**src/logic/aoc_pkg.sv**
```systemverilog
// Package with the register map, field positions and reset values of the card window.
package aoc_pkg;

   localparam logic [9:0] AOC_BASE_MIN = 10'h100;
   localparam logic [9:0] AOC_BASE_MAX = 10'h3e0;
   localparam int AOC_WIN_BITS = 5;

   localparam logic [4:0] AOC_OFS_MODE = 5'h01;
   localparam logic [4:0] AOC_OFS_DAC0_LO = 5'h04;
   localparam logic [4:0] AOC_OFS_DAC0_HI = 5'h05;
   localparam logic [4:0] AOC_OFS_DAC1_LO = 5'h06;
   localparam logic [4:0] AOC_OFS_DAC1_HI = 5'h07;
   localparam logic [4:0] AOC_OFS_RANGE = 5'h0e;
   localparam logic [4:0] AOC_OFS_PORT_A = 5'h10;
   localparam logic [4:0] AOC_OFS_PORT_B = 5'h11;
   localparam logic [4:0] AOC_OFS_PORT_CTL = 5'h13;
   localparam logic [4:0] AOC_OFS_CAL_DRV = 5'h1c;
   localparam logic [4:0] AOC_OFS_CAL_RD = 5'h1d;

   localparam int AOC_BIT_CH1_TWOS = 5;
   localparam int AOC_BIT_CH0_TWOS = 4;
   localparam int AOC_BIT_CH1_RANGE = 3;
   localparam int AOC_BIT_CH0_RANGE = 2;
   localparam int AOC_BIT_CAL_SEL = 7;
   localparam int AOC_BIT_CAL_SI = 6;
   localparam int AOC_BIT_CAL_SCK = 5;
   localparam int AOC_BIT_CAL_WP = 2;

   localparam logic [7:0] AOC_RST_MODE = 8'h00;
   localparam logic [7:0] AOC_RST_RANGE = 8'h0c;
   localparam logic [7:0] AOC_RST_CAL_DRV = 8'h00;
   localparam logic [7:0] AOC_RST_BYTE = 8'h00;
   localparam logic [9:0] AOC_RST_BASE = 10'h100;

   typedef struct packed {
      logic [11:0] code;
      logic twos_complement;
      logic unipolar;
   } aoc_dac_s;

   typedef struct packed {
      logic select;
      logic serial_in;
      logic serial_clock;
      logic write_protect;
   } aoc_cal_s;

endpackage : aoc_pkg

```
**src/logic/aoc_dac_channel.sv**
```systemverilog
// One converter channel: byte assembly of the 12-bit code and its mode bits.
`timescale 1ns/1ps
module aoc_dac_channel
   import aoc_pkg::*;
(
   input wire logic clk,
   input wire logic reset,
   input wire logic wr_lo,
   input wire logic wr_hi,
   input wire logic [7:0] wdata,
   input wire logic twos_sel,
   input wire logic range_sel,
   output aoc_dac_s dac
);

   logic [11:0] code_r;
   logic twos_r;
   logic unipolar_r;

   // Each byte lands straight in the code; the converter sees the low byte at once.
   always_ff @(posedge clk)
   begin
      if (reset)
      begin
         code_r <= 12'h000;
      end
      else
      begin
         if (wr_lo)
         begin
            code_r[7:0] <= wdata;
         end
         if (wr_hi)
         begin
            code_r[11:8] <= wdata[3:0];
         end
      end
   end

   always_ff @(posedge clk)
   begin
      if (reset)
      begin
         twos_r <= 1'b0;
         unipolar_r <= 1'b1;
      end
      else
      begin
         twos_r <= twos_sel;
         unipolar_r <= range_sel;
      end
   end

   // Each field has one writer; the struct is only put together here.
   assign dac = {code_r, twos_r, unipolar_r};

endmodule : aoc_dac_channel

```
**src/logic/aoc_register_decode.sv**
```systemverilog
// Host I/O window decode and register bank of the two-channel analog output card.
`timescale 1ns/1ps
module aoc_register_decode
   import aoc_pkg::*;
(
   input wire logic clk,
   input wire logic reset,
   input wire logic base_wr,
   input wire logic [9:0] base_addr,
   input wire logic [9:0] io_addr,
   input wire logic io_wr,
   input wire logic io_rd,
   input wire logic [7:0] io_wdata,
   output logic [7:0] io_rdata,
   output logic io_rdata_oe,
   output logic [9:0] base_addr_r,
   output logic base_valid_r,
   output aoc_dac_s dac0,
   output aoc_dac_s dac1,
   output aoc_cal_s cal_mem,
   input wire logic cal_mem_serial_out,
   output logic ppi_wr,
   output logic ppi_rd,
   output logic [1:0] ppi_addr,
   output logic [7:0] ppi_wdata,
   input wire logic [7:0] ppi_rdata
);

   logic [7:0] mode_r;
   logic [7:0] range_r;
   logic [7:0] cal_drv_r;
   logic [2:0] cal_so_sync_r;
   logic hit;
   logic [4:0] ofs;
   // Decoded single-cycle write strobes, one for each card register that the bus can write.
   logic wr_mode, wr_range, wr_cal, wr_d0l, wr_d0h, wr_d1l, wr_d1h;
   logic ppi_sel;
   logic rd_cal;
   logic rd_port;
   logic cal_so_r;

   // Software places the window; bases outside the legal span leave it closed.
   always_ff @(posedge clk)
   begin
      if (reset)
      begin
         base_addr_r <= AOC_RST_BASE;
         base_valid_r <= 1'b0;
      end
      else if (base_wr)
      begin
         base_addr_r <= {base_addr[9:AOC_WIN_BITS], 5'h00};
         base_valid_r <= (base_addr >= AOC_BASE_MIN) && (base_addr <= AOC_BASE_MAX);
      end
   end

   // The low five address bits only pick a register, so every aligned base decodes alike.
   assign hit = base_valid_r && (io_addr[9:AOC_WIN_BITS] == base_addr_r[9:AOC_WIN_BITS]);
   assign ofs = io_addr[AOC_WIN_BITS-1:0];

   assign wr_mode = hit && io_wr && (ofs == AOC_OFS_MODE);
   assign wr_range = hit && io_wr && (ofs == AOC_OFS_RANGE);
   assign wr_cal = hit && io_wr && (ofs == AOC_OFS_CAL_DRV);
   assign wr_d0l = hit && io_wr && (ofs == AOC_OFS_DAC0_LO);
   assign wr_d0h = hit && io_wr && (ofs == AOC_OFS_DAC0_HI);
   assign wr_d1l = hit && io_wr && (ofs == AOC_OFS_DAC1_LO);
   assign wr_d1h = hit && io_wr && (ofs == AOC_OFS_DAC1_HI);
   assign ppi_sel = (ofs == AOC_OFS_PORT_A) || (ofs == AOC_OFS_PORT_B)
      || (ofs == AOC_OFS_PORT_CTL);

   // Write-only offsets have no read decode, so a read of them falls to the quiet branch.
   assign rd_cal = hit && io_rd && (ofs == AOC_OFS_CAL_RD);
   assign rd_port = hit && io_rd && ((ofs == AOC_OFS_PORT_A) || (ofs == AOC_OFS_PORT_B));

   // Command bytes are kept whole; the bits that software writes as zero are not used.
   always_ff @(posedge clk)
   begin
      if (reset)
      begin
         mode_r <= AOC_RST_MODE;
         range_r <= AOC_RST_RANGE;
         cal_drv_r <= AOC_RST_CAL_DRV;
      end
      else
      begin
         if (wr_mode)
         begin
            mode_r <= io_wdata;
         end
         if (wr_range)
         begin
            range_r <= io_wdata;
         end
         if (wr_cal)
         begin
            cal_drv_r <= io_wdata;
         end
      end
   end

   aoc_dac_channel u_dac0 (
      .clk(clk),
      .reset(reset),
      .wr_lo(wr_d0l),
      .wr_hi(wr_d0h),
      .wdata(io_wdata),
      .twos_sel(mode_r[AOC_BIT_CH0_TWOS]),
      .range_sel(range_r[AOC_BIT_CH0_RANGE]),
      .dac(dac0)
   );

   aoc_dac_channel u_dac1 (
      .clk(clk),
      .reset(reset),
      .wr_lo(wr_d1l),
      .wr_hi(wr_d1h),
      .wdata(io_wdata),
      .twos_sel(mode_r[AOC_BIT_CH1_TWOS]),
      .range_sel(range_r[AOC_BIT_CH1_RANGE]),
      .dac(dac1)
   );

   // The drive bits pass one more register so that the memory pins come from flip-flops.
   always_ff @(posedge clk)
   begin
      if (reset)
      begin
         cal_mem <= '0;
      end
      else
      begin
         cal_mem.select <= cal_drv_r[AOC_BIT_CAL_SEL];
         cal_mem.serial_in <= cal_drv_r[AOC_BIT_CAL_SI];
         cal_mem.serial_clock <= cal_drv_r[AOC_BIT_CAL_SCK];
         cal_mem.write_protect <= cal_drv_r[AOC_BIT_CAL_WP];
      end
   end

   // The memory's serial output is asynchronous to the bus clock.
   always_ff @(posedge clk)
   begin
      if (reset)
      begin
         cal_so_sync_r <= 3'b000;
      end
      else
      begin
         cal_so_sync_r <= {cal_so_sync_r[1:0], cal_mem_serial_out};
      end
   end

   // A new level counts only when the last two stages agree, so a one-cycle glitch is dropped.
   always_ff @(posedge clk)
   begin
      if (reset)
      begin
         cal_so_r <= 1'b0;
      end
      else if (cal_so_sync_r[2] == cal_so_sync_r[1])
      begin
         cal_so_r <= cal_so_sync_r[2];
      end
   end

   // Strobes to the parallel-port chip are registered, one cycle after the bus access.
   always_ff @(posedge clk)
   begin
      if (reset)
      begin
         ppi_wr <= 1'b0;
         ppi_rd <= 1'b0;
         ppi_addr <= 2'b00;
         ppi_wdata <= AOC_RST_BYTE;
      end
      else
      begin
         ppi_wr <= hit && io_wr && ppi_sel;
         // The control byte is write-only, so it never raises the read strobe.
         ppi_rd <= rd_port;
         ppi_addr <= ofs[1:0];
         ppi_wdata <= io_wdata;
      end
   end

   // Read data is registered; only the two readable groups ever drive the bus.
   // Port data is sampled in the access cycle, so the port chip must answer without a clock.
   always_ff @(posedge clk)
   begin
      if (reset)
      begin
         io_rdata <= AOC_RST_BYTE;
         io_rdata_oe <= 1'b0;
      end
      else if (rd_cal)
      begin
         io_rdata <= {7'h00, cal_so_r};
         io_rdata_oe <= 1'b1;
      end
      else if (rd_port)
      begin
         io_rdata <= ppi_rdata;
         io_rdata_oe <= 1'b1;
      end
      else
      begin
         io_rdata <= AOC_RST_BYTE;
         io_rdata_oe <= 1'b0;
      end
   end

endmodule : aoc_register_decode

```
**config.mk**
```make
export PLATFORM = sky130hd
export DESIGN_NAME = aoc_register_decode
export DESIGN_NICKNAME = d
export VERILOG_FILES = /design/src/logic/aoc_pkg.sv /design/src/logic/aoc_dac_channel.sv /design/src/logic/aoc_register_decode.sv
export SDC_FILE = /design/constraint.sdc
export NUM_CORES = 1
export LEC_CHECK = 0
export BUFFER_PORTS_ARGS = -buffer_cell sky130_fd_sc_hd__buf_2
export CAP_MARGIN = 40
export CORE_UTILIZATION = 48
export CTS_CLUSTER_DIAMETER = 150
export DETAILED_ROUTE_END_ITERATION = 12
export PLACE_DENSITY = 0.78
export RECOVER_POWER = 25
export SLEW_MARGIN = 20
export SYNTH_ARGS = -nofsm -noshare
export SYNTH_HDL_FRONTEND = slang
export SYNTH_SLANG_ARGS = --single-unit
```
**constraint.sdc**
```tcl
create_clock -name clk -period 2 [get_ports clk]
set_input_delay 0.1 -clock clk [delete_from_list [all_inputs] [get_ports clk]]
set_output_delay 0.1 -clock clk [all_outputs]
set_load 0.05 [all_outputs]
```
## After elaboration in Yosys (flattened, before gate mapping)

Cells that the tools add are included.

- Bits in registers: 81
- Output and inout bits: 64
- Bits of input ports: 42
- Logic and storage cells: 63

- Reductions and logical operators: 17
- Equality and inequality tests: 13
- Multiplexer cells: 4
- Order comparisons: 2
- Bitwise gates (word level): 1

Operators by type and width:

| cell | count |
|---|---|
| equality test 5 bit (second input constant) | 5 |
| equality test 5 x 3 -> 1 bit (second input constant) | 4 |
| logical AND 1 bit | 14 |
| greater-or-equal comparator 10 x 9 -> 1 bit (second input constant) | 1 |
| less-or-equal comparator 10 bit (second input constant) | 1 |
| equality test 5 x 1 -> 1 bit (second input constant) | 1 |
| equality test 5 x 4 -> 1 bit (second input constant) | 1 |
| equality test 5 bit | 1 |
| two-way mux 1 bit | 4 |
| OR reduction 3 bit | 1 |
| logical OR 1 bit | 2 |
| equality test 1 bit | 1 |
| inverter 1 bit | 1 |

## Depth between registers and ports, before layout

- Depth after elaboration: 6
- Depth in mapped cells: 6
- Mapped depth without buffers: 4

## Cells and area by module

A second synthesis with hierarchy kept.

- Cell total of the unflattened synthesis: 243
- Area, all modules: 2595.0 um^2

Modules (own cells, without submodules):

| module | cells each | times used | area an instance (um^2) |
|---|---|---|---|
| aoc_register_decode | 153 | 1 | 1606.5 |
| aoc_dac_channel | 45 | 2 | 494.2 |

## Worst setup path before layout

OpenSTA, ideal clock, no wires.

- Kind: register to register
- Start: reg base_addr_r[8]
- End: reg cal_drv_r[2]
- Stages on the path, launching flop included: 6
- Slack: 0.252 ns
- Period minus slack after synthesis: 1.748 ns
- Buffers on the path: 1
- Arrival: 1.628 ns
- Cell sequence: dfxtp_1 xnor2_1 and4_1 buf_2 nand4_1 mux2_2

- Cells in the longest elaborated chain, start to end: 4

Ends and longest elaborated chain:

| element | line | text |
|---|---|---|
| start, declared | aoc_register_decode.sv:16 | `output logic [9:0] base_addr_r,` |
| start signal, assigned | aoc_register_decode.sv:52 | `base_addr_r <= {base_addr[9:AOC_WIN_BITS], 5'h00};` |
| equality test 5 bit | aoc_register_decode.sv:58 | `assign hit = base_valid_r && (io_addr[9:AOC_WIN_BITS] == base_addr_r[9:AOC_WIN_BITS]);` |
| logical AND 1 bit | aoc_register_decode.sv:58 |  |
| logical AND 1 bit (2 in a row) | aoc_register_decode.sv:63 | `assign wr_cal = hit && io_wr && (ofs == AOC_OFS_CAL_DRV);` |
| end signal, assigned | aoc_register_decode.sv:96 | `cal_drv_r <= io_wdata;` |
| end, declared | aoc_register_decode.sv:31 | `logic [7:0] cal_drv_r;` |

Every way passes these cells.
A chain may end at the register's enable or synchronous reset.

## Worst setup path after layout

- Start: reg base_addr_r[6]
- End: reg u_dac1.code_r[4]

- Cells in the longest elaborated chain, start to end: 4

Ends and longest elaborated chain:

| element | line | text |
|---|---|---|
| equality test 5 bit | aoc_register_decode.sv:58 |  |
| logical AND 1 bit | aoc_register_decode.sv:58 |  |
| logical AND 1 bit (2 in a row) | aoc_register_decode.sv:66 | `assign wr_d1l = hit && io_wr && (ofs == AOC_OFS_DAC1_LO);` |
| end signal, assigned | aoc_dac_channel.sv:31 | `code_r[7:0] <= wdata;` |
| end, declared | aoc_dac_channel.sv:16 | `logic [11:0] code_r;` |

Every way passes these cells.

==> flow_results.xml <==
<?xml version="1.0" encoding="UTF-8"?>
<metrics>
  <group name="run_status">
    <metric name="outcome" unit="">complete, no violations</metric>
  </group>
  <group name="layout">
    <metric name="multi_input_gate_area_in_the_final_layout" unit="sq mm">0.00110</metric>
    <metric name="areaGrowthSynthToFinish" unit="%">28.0</metric>
    <metric name="final.fill_count" unit="">447</metric>
    <metric name="final_nets" unit="">417</metric>
    <metric name="layout.cells.most_common_list" unit="">95 x buf_2, 71 x dfxtp_1, 28 x nor2b_1</metric>
    <metric name="antenna_cells" unit="">0</metric>
    <metric name="final_core_utilization" unit="%">65.3</metric>
    <metric name="layout-drive-gt1-share" unit="%">33.7</metric>
    <metric name="register_area" unit="sq mm">0.00142</metric>
    <metric name="commonest_non_fill_non_tap_cell_in_the_layout" unit="">buf_2</metric>
    <metric name="post_layout_nonfiller_instances" unit="">450</metric>
  </group>
  <group name="logic_synthesis">
    <metric name="synthFlopType" unit="">dfxtp_1</metric>
    <metric name="netlist-cell-type-count" unit="">42</metric>
    <metric name="synth-warning-count" unit="">0</metric>
    <metric name="post_synthesis_average_cell_area" unit="sq um">9.89</metric>
    <metric name="synthesis.instances" unit="">270</metric>
    <metric name="synth_compound_area_share" unit="%">8.38</metric>
    <metric name="ys_async_rst_share" unit="%">0</metric>
    <metric name="synth_seq_area_share" unit="%">53.2</metric>
    <metric name="yosys.area_share.adder" unit="%">0</metric>
    <metric name="synth_xor_xnor_area_share" unit="%">2.20</metric>
    <metric name="synth-edff-count" unit="">0</metric>
    <metric name="synth-seq-cells" unit="">71</metric>
    <metric name="fraction_of_synthesized_area_in_multiplexers" unit="%">7.40</metric>
    <metric name="synth_top_family_by_area" unit="">simple AND/OR/NAND/NOR gates</metric>
    <metric name="post_synth_main_area_contributors" unit="">dfxtp_1 53%, nor2b_1 6.6%, mux2i_1 4.9%, o21ai_0 3.2%, o21ai_1 3.0%</metric>
    <metric name="post-synth-top-area-cell" unit="">dfxtp_1</metric>
    <metric name="synth_top_area_share" unit="%">53.2</metric>
    <metric name="synth_area" unit="sq mm">0.00267</metric>
    <metric name="yosys.area_share.simple" unit="%">22.4</metric>
  </group>
  <group name="setup_path">
    <metric name="cp-start-kind" unit="">register</metric>
    <metric name="timing.critical_path.cells" unit="">xnor2_2 &gt; nand4_2 &gt; or2_0 &gt; o21ai_1</metric>
    <metric name="crit_path_end_kind" unit="">register</metric>
    <metric name="criticalPathCategory" unit="">register to register</metric>
    <metric name="critPathTopFamily" unit="">simple AND/OR/NAND/NOR gates</metric>
    <metric name="timing.critical_path.buf_inv" unit="">0</metric>
    <metric name="critical_path.max_stage_delay" unit="ns">0.49</metric>
    <metric name="arrival_time_worst_endpoint" unit="ns">1.97</metric>
    <metric name="slowest_stage" unit="">or2_0</metric>
    <metric name="cp_data_required_time" unit="ns">2.26</metric>
    <metric name="path_max_fanout" unit="">9</metric>
  </group>
  <group name="routing">
    <metric name="first_iter_violations" unit="">118</metric>
    <metric name="routed_wl" unit="mm">6.19</metric>
    <metric name="detail_route.wl_per_cell" unit="um">13.8</metric>
    <metric name="detail_route.drc_violations" unit="">0</metric>
    <metric name="vias_per_cell" unit="">4.88</metric>
    <metric name="ant_nets" unit="">0</metric>
    <metric name="vias" unit="">2197</metric>
    <metric name="1st_pass_router_iterations" unit="">5</metric>
  </group>
  <group name="die">
    <metric name="floorplan.initialDensity" unit="%">51.0</metric>
    <metric name="total_die_area" unit="sq mm">0.00587</metric>
    <metric name="number_of_primary_i_o_pins" unit="">106</metric>
    <metric name="core-area" unit="sq mm">0.00524</metric>
    <metric name="dieHeight" unit="um">76.6</metric>
    <metric name="dieWidth" unit="um">76.6</metric>
    <metric name="placement_rows" unit="">26</metric>
  </group>
  <group name="timing">
    <metric name="finalHoldViolations" unit="">0</metric>
    <metric name="rsz0062_at_grt" unit="">no</metric>
    <metric name="setup-tns-final" unit="ns">0</metric>
    <metric name="fin_skew" unit="ns">0.0112</metric>
    <metric name="maxClockFrequency" unit="GHz">0.584</metric>
    <metric name="final.min_clock_period" unit="ns">1.71</metric>
    <metric name="finalSetupViolCount" unit="">0</metric>
    <metric name="slew-limit-headroom" unit="%">55.7</metric>
    <metric name="holdWs" unit="ns">0.0229</metric>
    <metric name="slew_viol_final" unit="">0</metric>
    <metric name="min_period_over_period" unit="%">85.7</metric>
    <metric name="slew_at_the_pin_closest_to_its_max_slew_limit" unit="ns">0.665</metric>
  </group>
  <group name="clocking">
    <metric name="number_of_buffers_inserted_during_clock_tree_synthesis" unit="">9</metric>
    <metric name="cts-resized-gates" unit="">0</metric>
    <metric name="cts_max_level" unit="">3</metric>
    <metric name="cts.root.buffer_cell" unit="">clkbuf_8</metric>
    <metric name="cts_sinks" unit="">71</metric>
    <metric name="clkSlewWorstSetupHoldPaths" unit="ns">0.07</metric>
    <metric name="cts.hold.buffers_added" unit="">8</metric>
    <metric name="cts_tree" unit="">done</metric>
    <metric name="cts_setup_buffers" unit="">0</metric>
    <metric name="cts-root-to-sink-buffers" unit="">2</metric>
    <metric name="clock_latency" unit="ns">0.34</metric>
  </group>
  <group name="power">
    <metric name="peakVddDrop" unit="mV">0.551</metric>
    <metric name="post-layout-total-power" unit="mW">2.71</metric>
    <metric name="power.combinational.fraction" unit="%">10.1</metric>
    <metric name="clkPwrFrac" unit="%">36.6</metric>
    <metric name="leakage_power" unit="nW">1.65</metric>
    <metric name="power.share.switching" unit="%">26.1</metric>
    <metric name="power_spent_charging_and_discharging_nets" unit="mW">0.709</metric>
    <metric name="sequential_share_of_power" unit="%">53.3</metric>
    <metric name="power.density" unit="mW/mm^2">793</metric>
    <metric name="intPower" unit="mW">2.00</metric>
  </group>
  <group name="grt">
    <metric name="grt_util_met2" unit="%">37.2</metric>
    <metric name="gr_layer_usage_met3" unit="%">6.83</metric>
    <metric name="first_pass_grt_wire_length" unit="mm">10.1</metric>
    <metric name="via_count_of_the_first_global_routing_pass" unit="">2148</metric>
    <metric name="antenna_found_initial" unit="">0</metric>
    <metric name="grt_start_max_net_pins" unit="">22</metric>
    <metric name="globalRouteOverflowTotal" unit="">0</metric>
    <metric name="grt_busiest_layer" unit="">met2</metric>
    <metric name="global_route.usage.total" unit="%">22.3</metric>
    <metric name="use_met1" unit="%">26.2</metric>
  </group>
  <group name="min_path">
    <metric name="min_path_type" unit="">primary input to register</metric>
  </group>
  <group name="place">
    <metric name="placed_cells_incl_taps" unit="">426</metric>
    <metric name="portBuffers" unit="">100</metric>
    <metric name="dp_hpwl" unit="mm">4.43</metric>
    <metric name="gp_congestion" unit="">0.771</metric>
  </group>
  <group name="flow_run">
    <metric name="maxCapViolations" unit="">0</metric>
  </group>
</metrics>
==> per-stage QoR <==
step,area (sq um),setup WS (ns)
6_report,3420,0.287
3_5_place_dp,3180,0.327
2_1_floorplan,2690,0.252
4_1_cts,3430,0.316
3_3_place_gp,3180,0.390
5_1_grt,3420,0.203
==> power by group through the flow <==
stage | clock network, mW | registers (mW) | logic [mW]
2_1_floorplan | 0 | 1.54 | 0.116
3_3_place_gp | 0 | 1.48 | 0.262
3_5_place_dp | 0 | 1.48 | 0.264
4_1_cts | 1.02 | 1.44 | 0.277
5_1_grt | 1.08 | 1.45 | 0.295
6_report | 0.992 | 1.44 | 0.275
==> tightest hold or removal path, cell delays in order <==
cell	delay, ns
buf_2	0.07
a22oi_1	0.06
nor2_1	0.08
==> cells by family (layout without fill, tap and decap cells) <==
kind of cell              after synthesis  in the layout
DFF                                    71             71
buffers and inverters                  33            139
xor gates and xnor gates                5              5
other                                   1              5
muxes                                  19             19
and+or+nand+nor                       100            100
AOI/OAI and AO/OA                      41             41
==> area by class of cell <==
cell class,count,share of cell area (%)
tap,70,2.56
multi-input combinational,170,32.1
timing repair buffer,112,17.5
inverter,11,1.21
sequential,71,41.6
clock buffer,11,4.13
clock inverter,5,0.988
==> flip-flops by register name (all words and copies together) (netlist names) <==
register           count
u_dac0.twos_r          1
cal_so_sync_r          3
ppi_wr                 1
base_addr_r            5
cal_so_r               1
cal_mem                4
u_dac0.code_r         12
cal_drv_r              4
u_dac0.unipolar_r      1
io_rdata               8
ppi_rd                 1
io_rdata_oe            1
range_r                2
ppi_wdata              8
mode_r                 2
ppi_addr               2
u_dac1.code_r         12
u_dac1.unipolar_r      1
base_valid_r           1
u_dac1.twos_r          1
==> routing by layer <==
metal,up-vias,wire length (um)
met4,0,80
li1,1103,-
met1,1008,2670
met5,-,0
met2,78,3000
met3,8,436
==> Yosys cell counts, types with 3 or more instances <==
library cell  count
dfxtp_1          71
nor2b_1          28
nand2_1          20
o21ai_0          17
o21ai_1          16
mux2i_1          13
buf_4            10
inv_1            10
nor2_1           10
and2_1            7
clkbuf_1          7
mux2_2            6
nand3_1           5
nand4_1           5
buf_2             4
and3_1            3
nand2b_1          3
xnor2_1           3
==> worst paths after layout <==
kind	from	endpoint	slack (ns)	depth (start not counted)
worst max-delay path	base_addr_r[6]$_SDFFE_PP0P_	u_dac1.code_r[4]$_SDFFE_PP0P_	0.29	4
worst min-delay path	ppi_rdata[0]	io_rdata[0]$_SDFF_PP0_	0.02	3
worst max register to register	base_addr_r[6]$_SDFFE_PP0P_	u_dac1.code_r[4]$_SDFFE_PP0P_	0.29	4
worst min register to register	cal_so_sync_r[0]$_SDFF_PP0_	cal_so_sync_r[1]$_SDFF_PP0_	0.44	1
No activity file was read; power rests on OpenSTA's default activity.
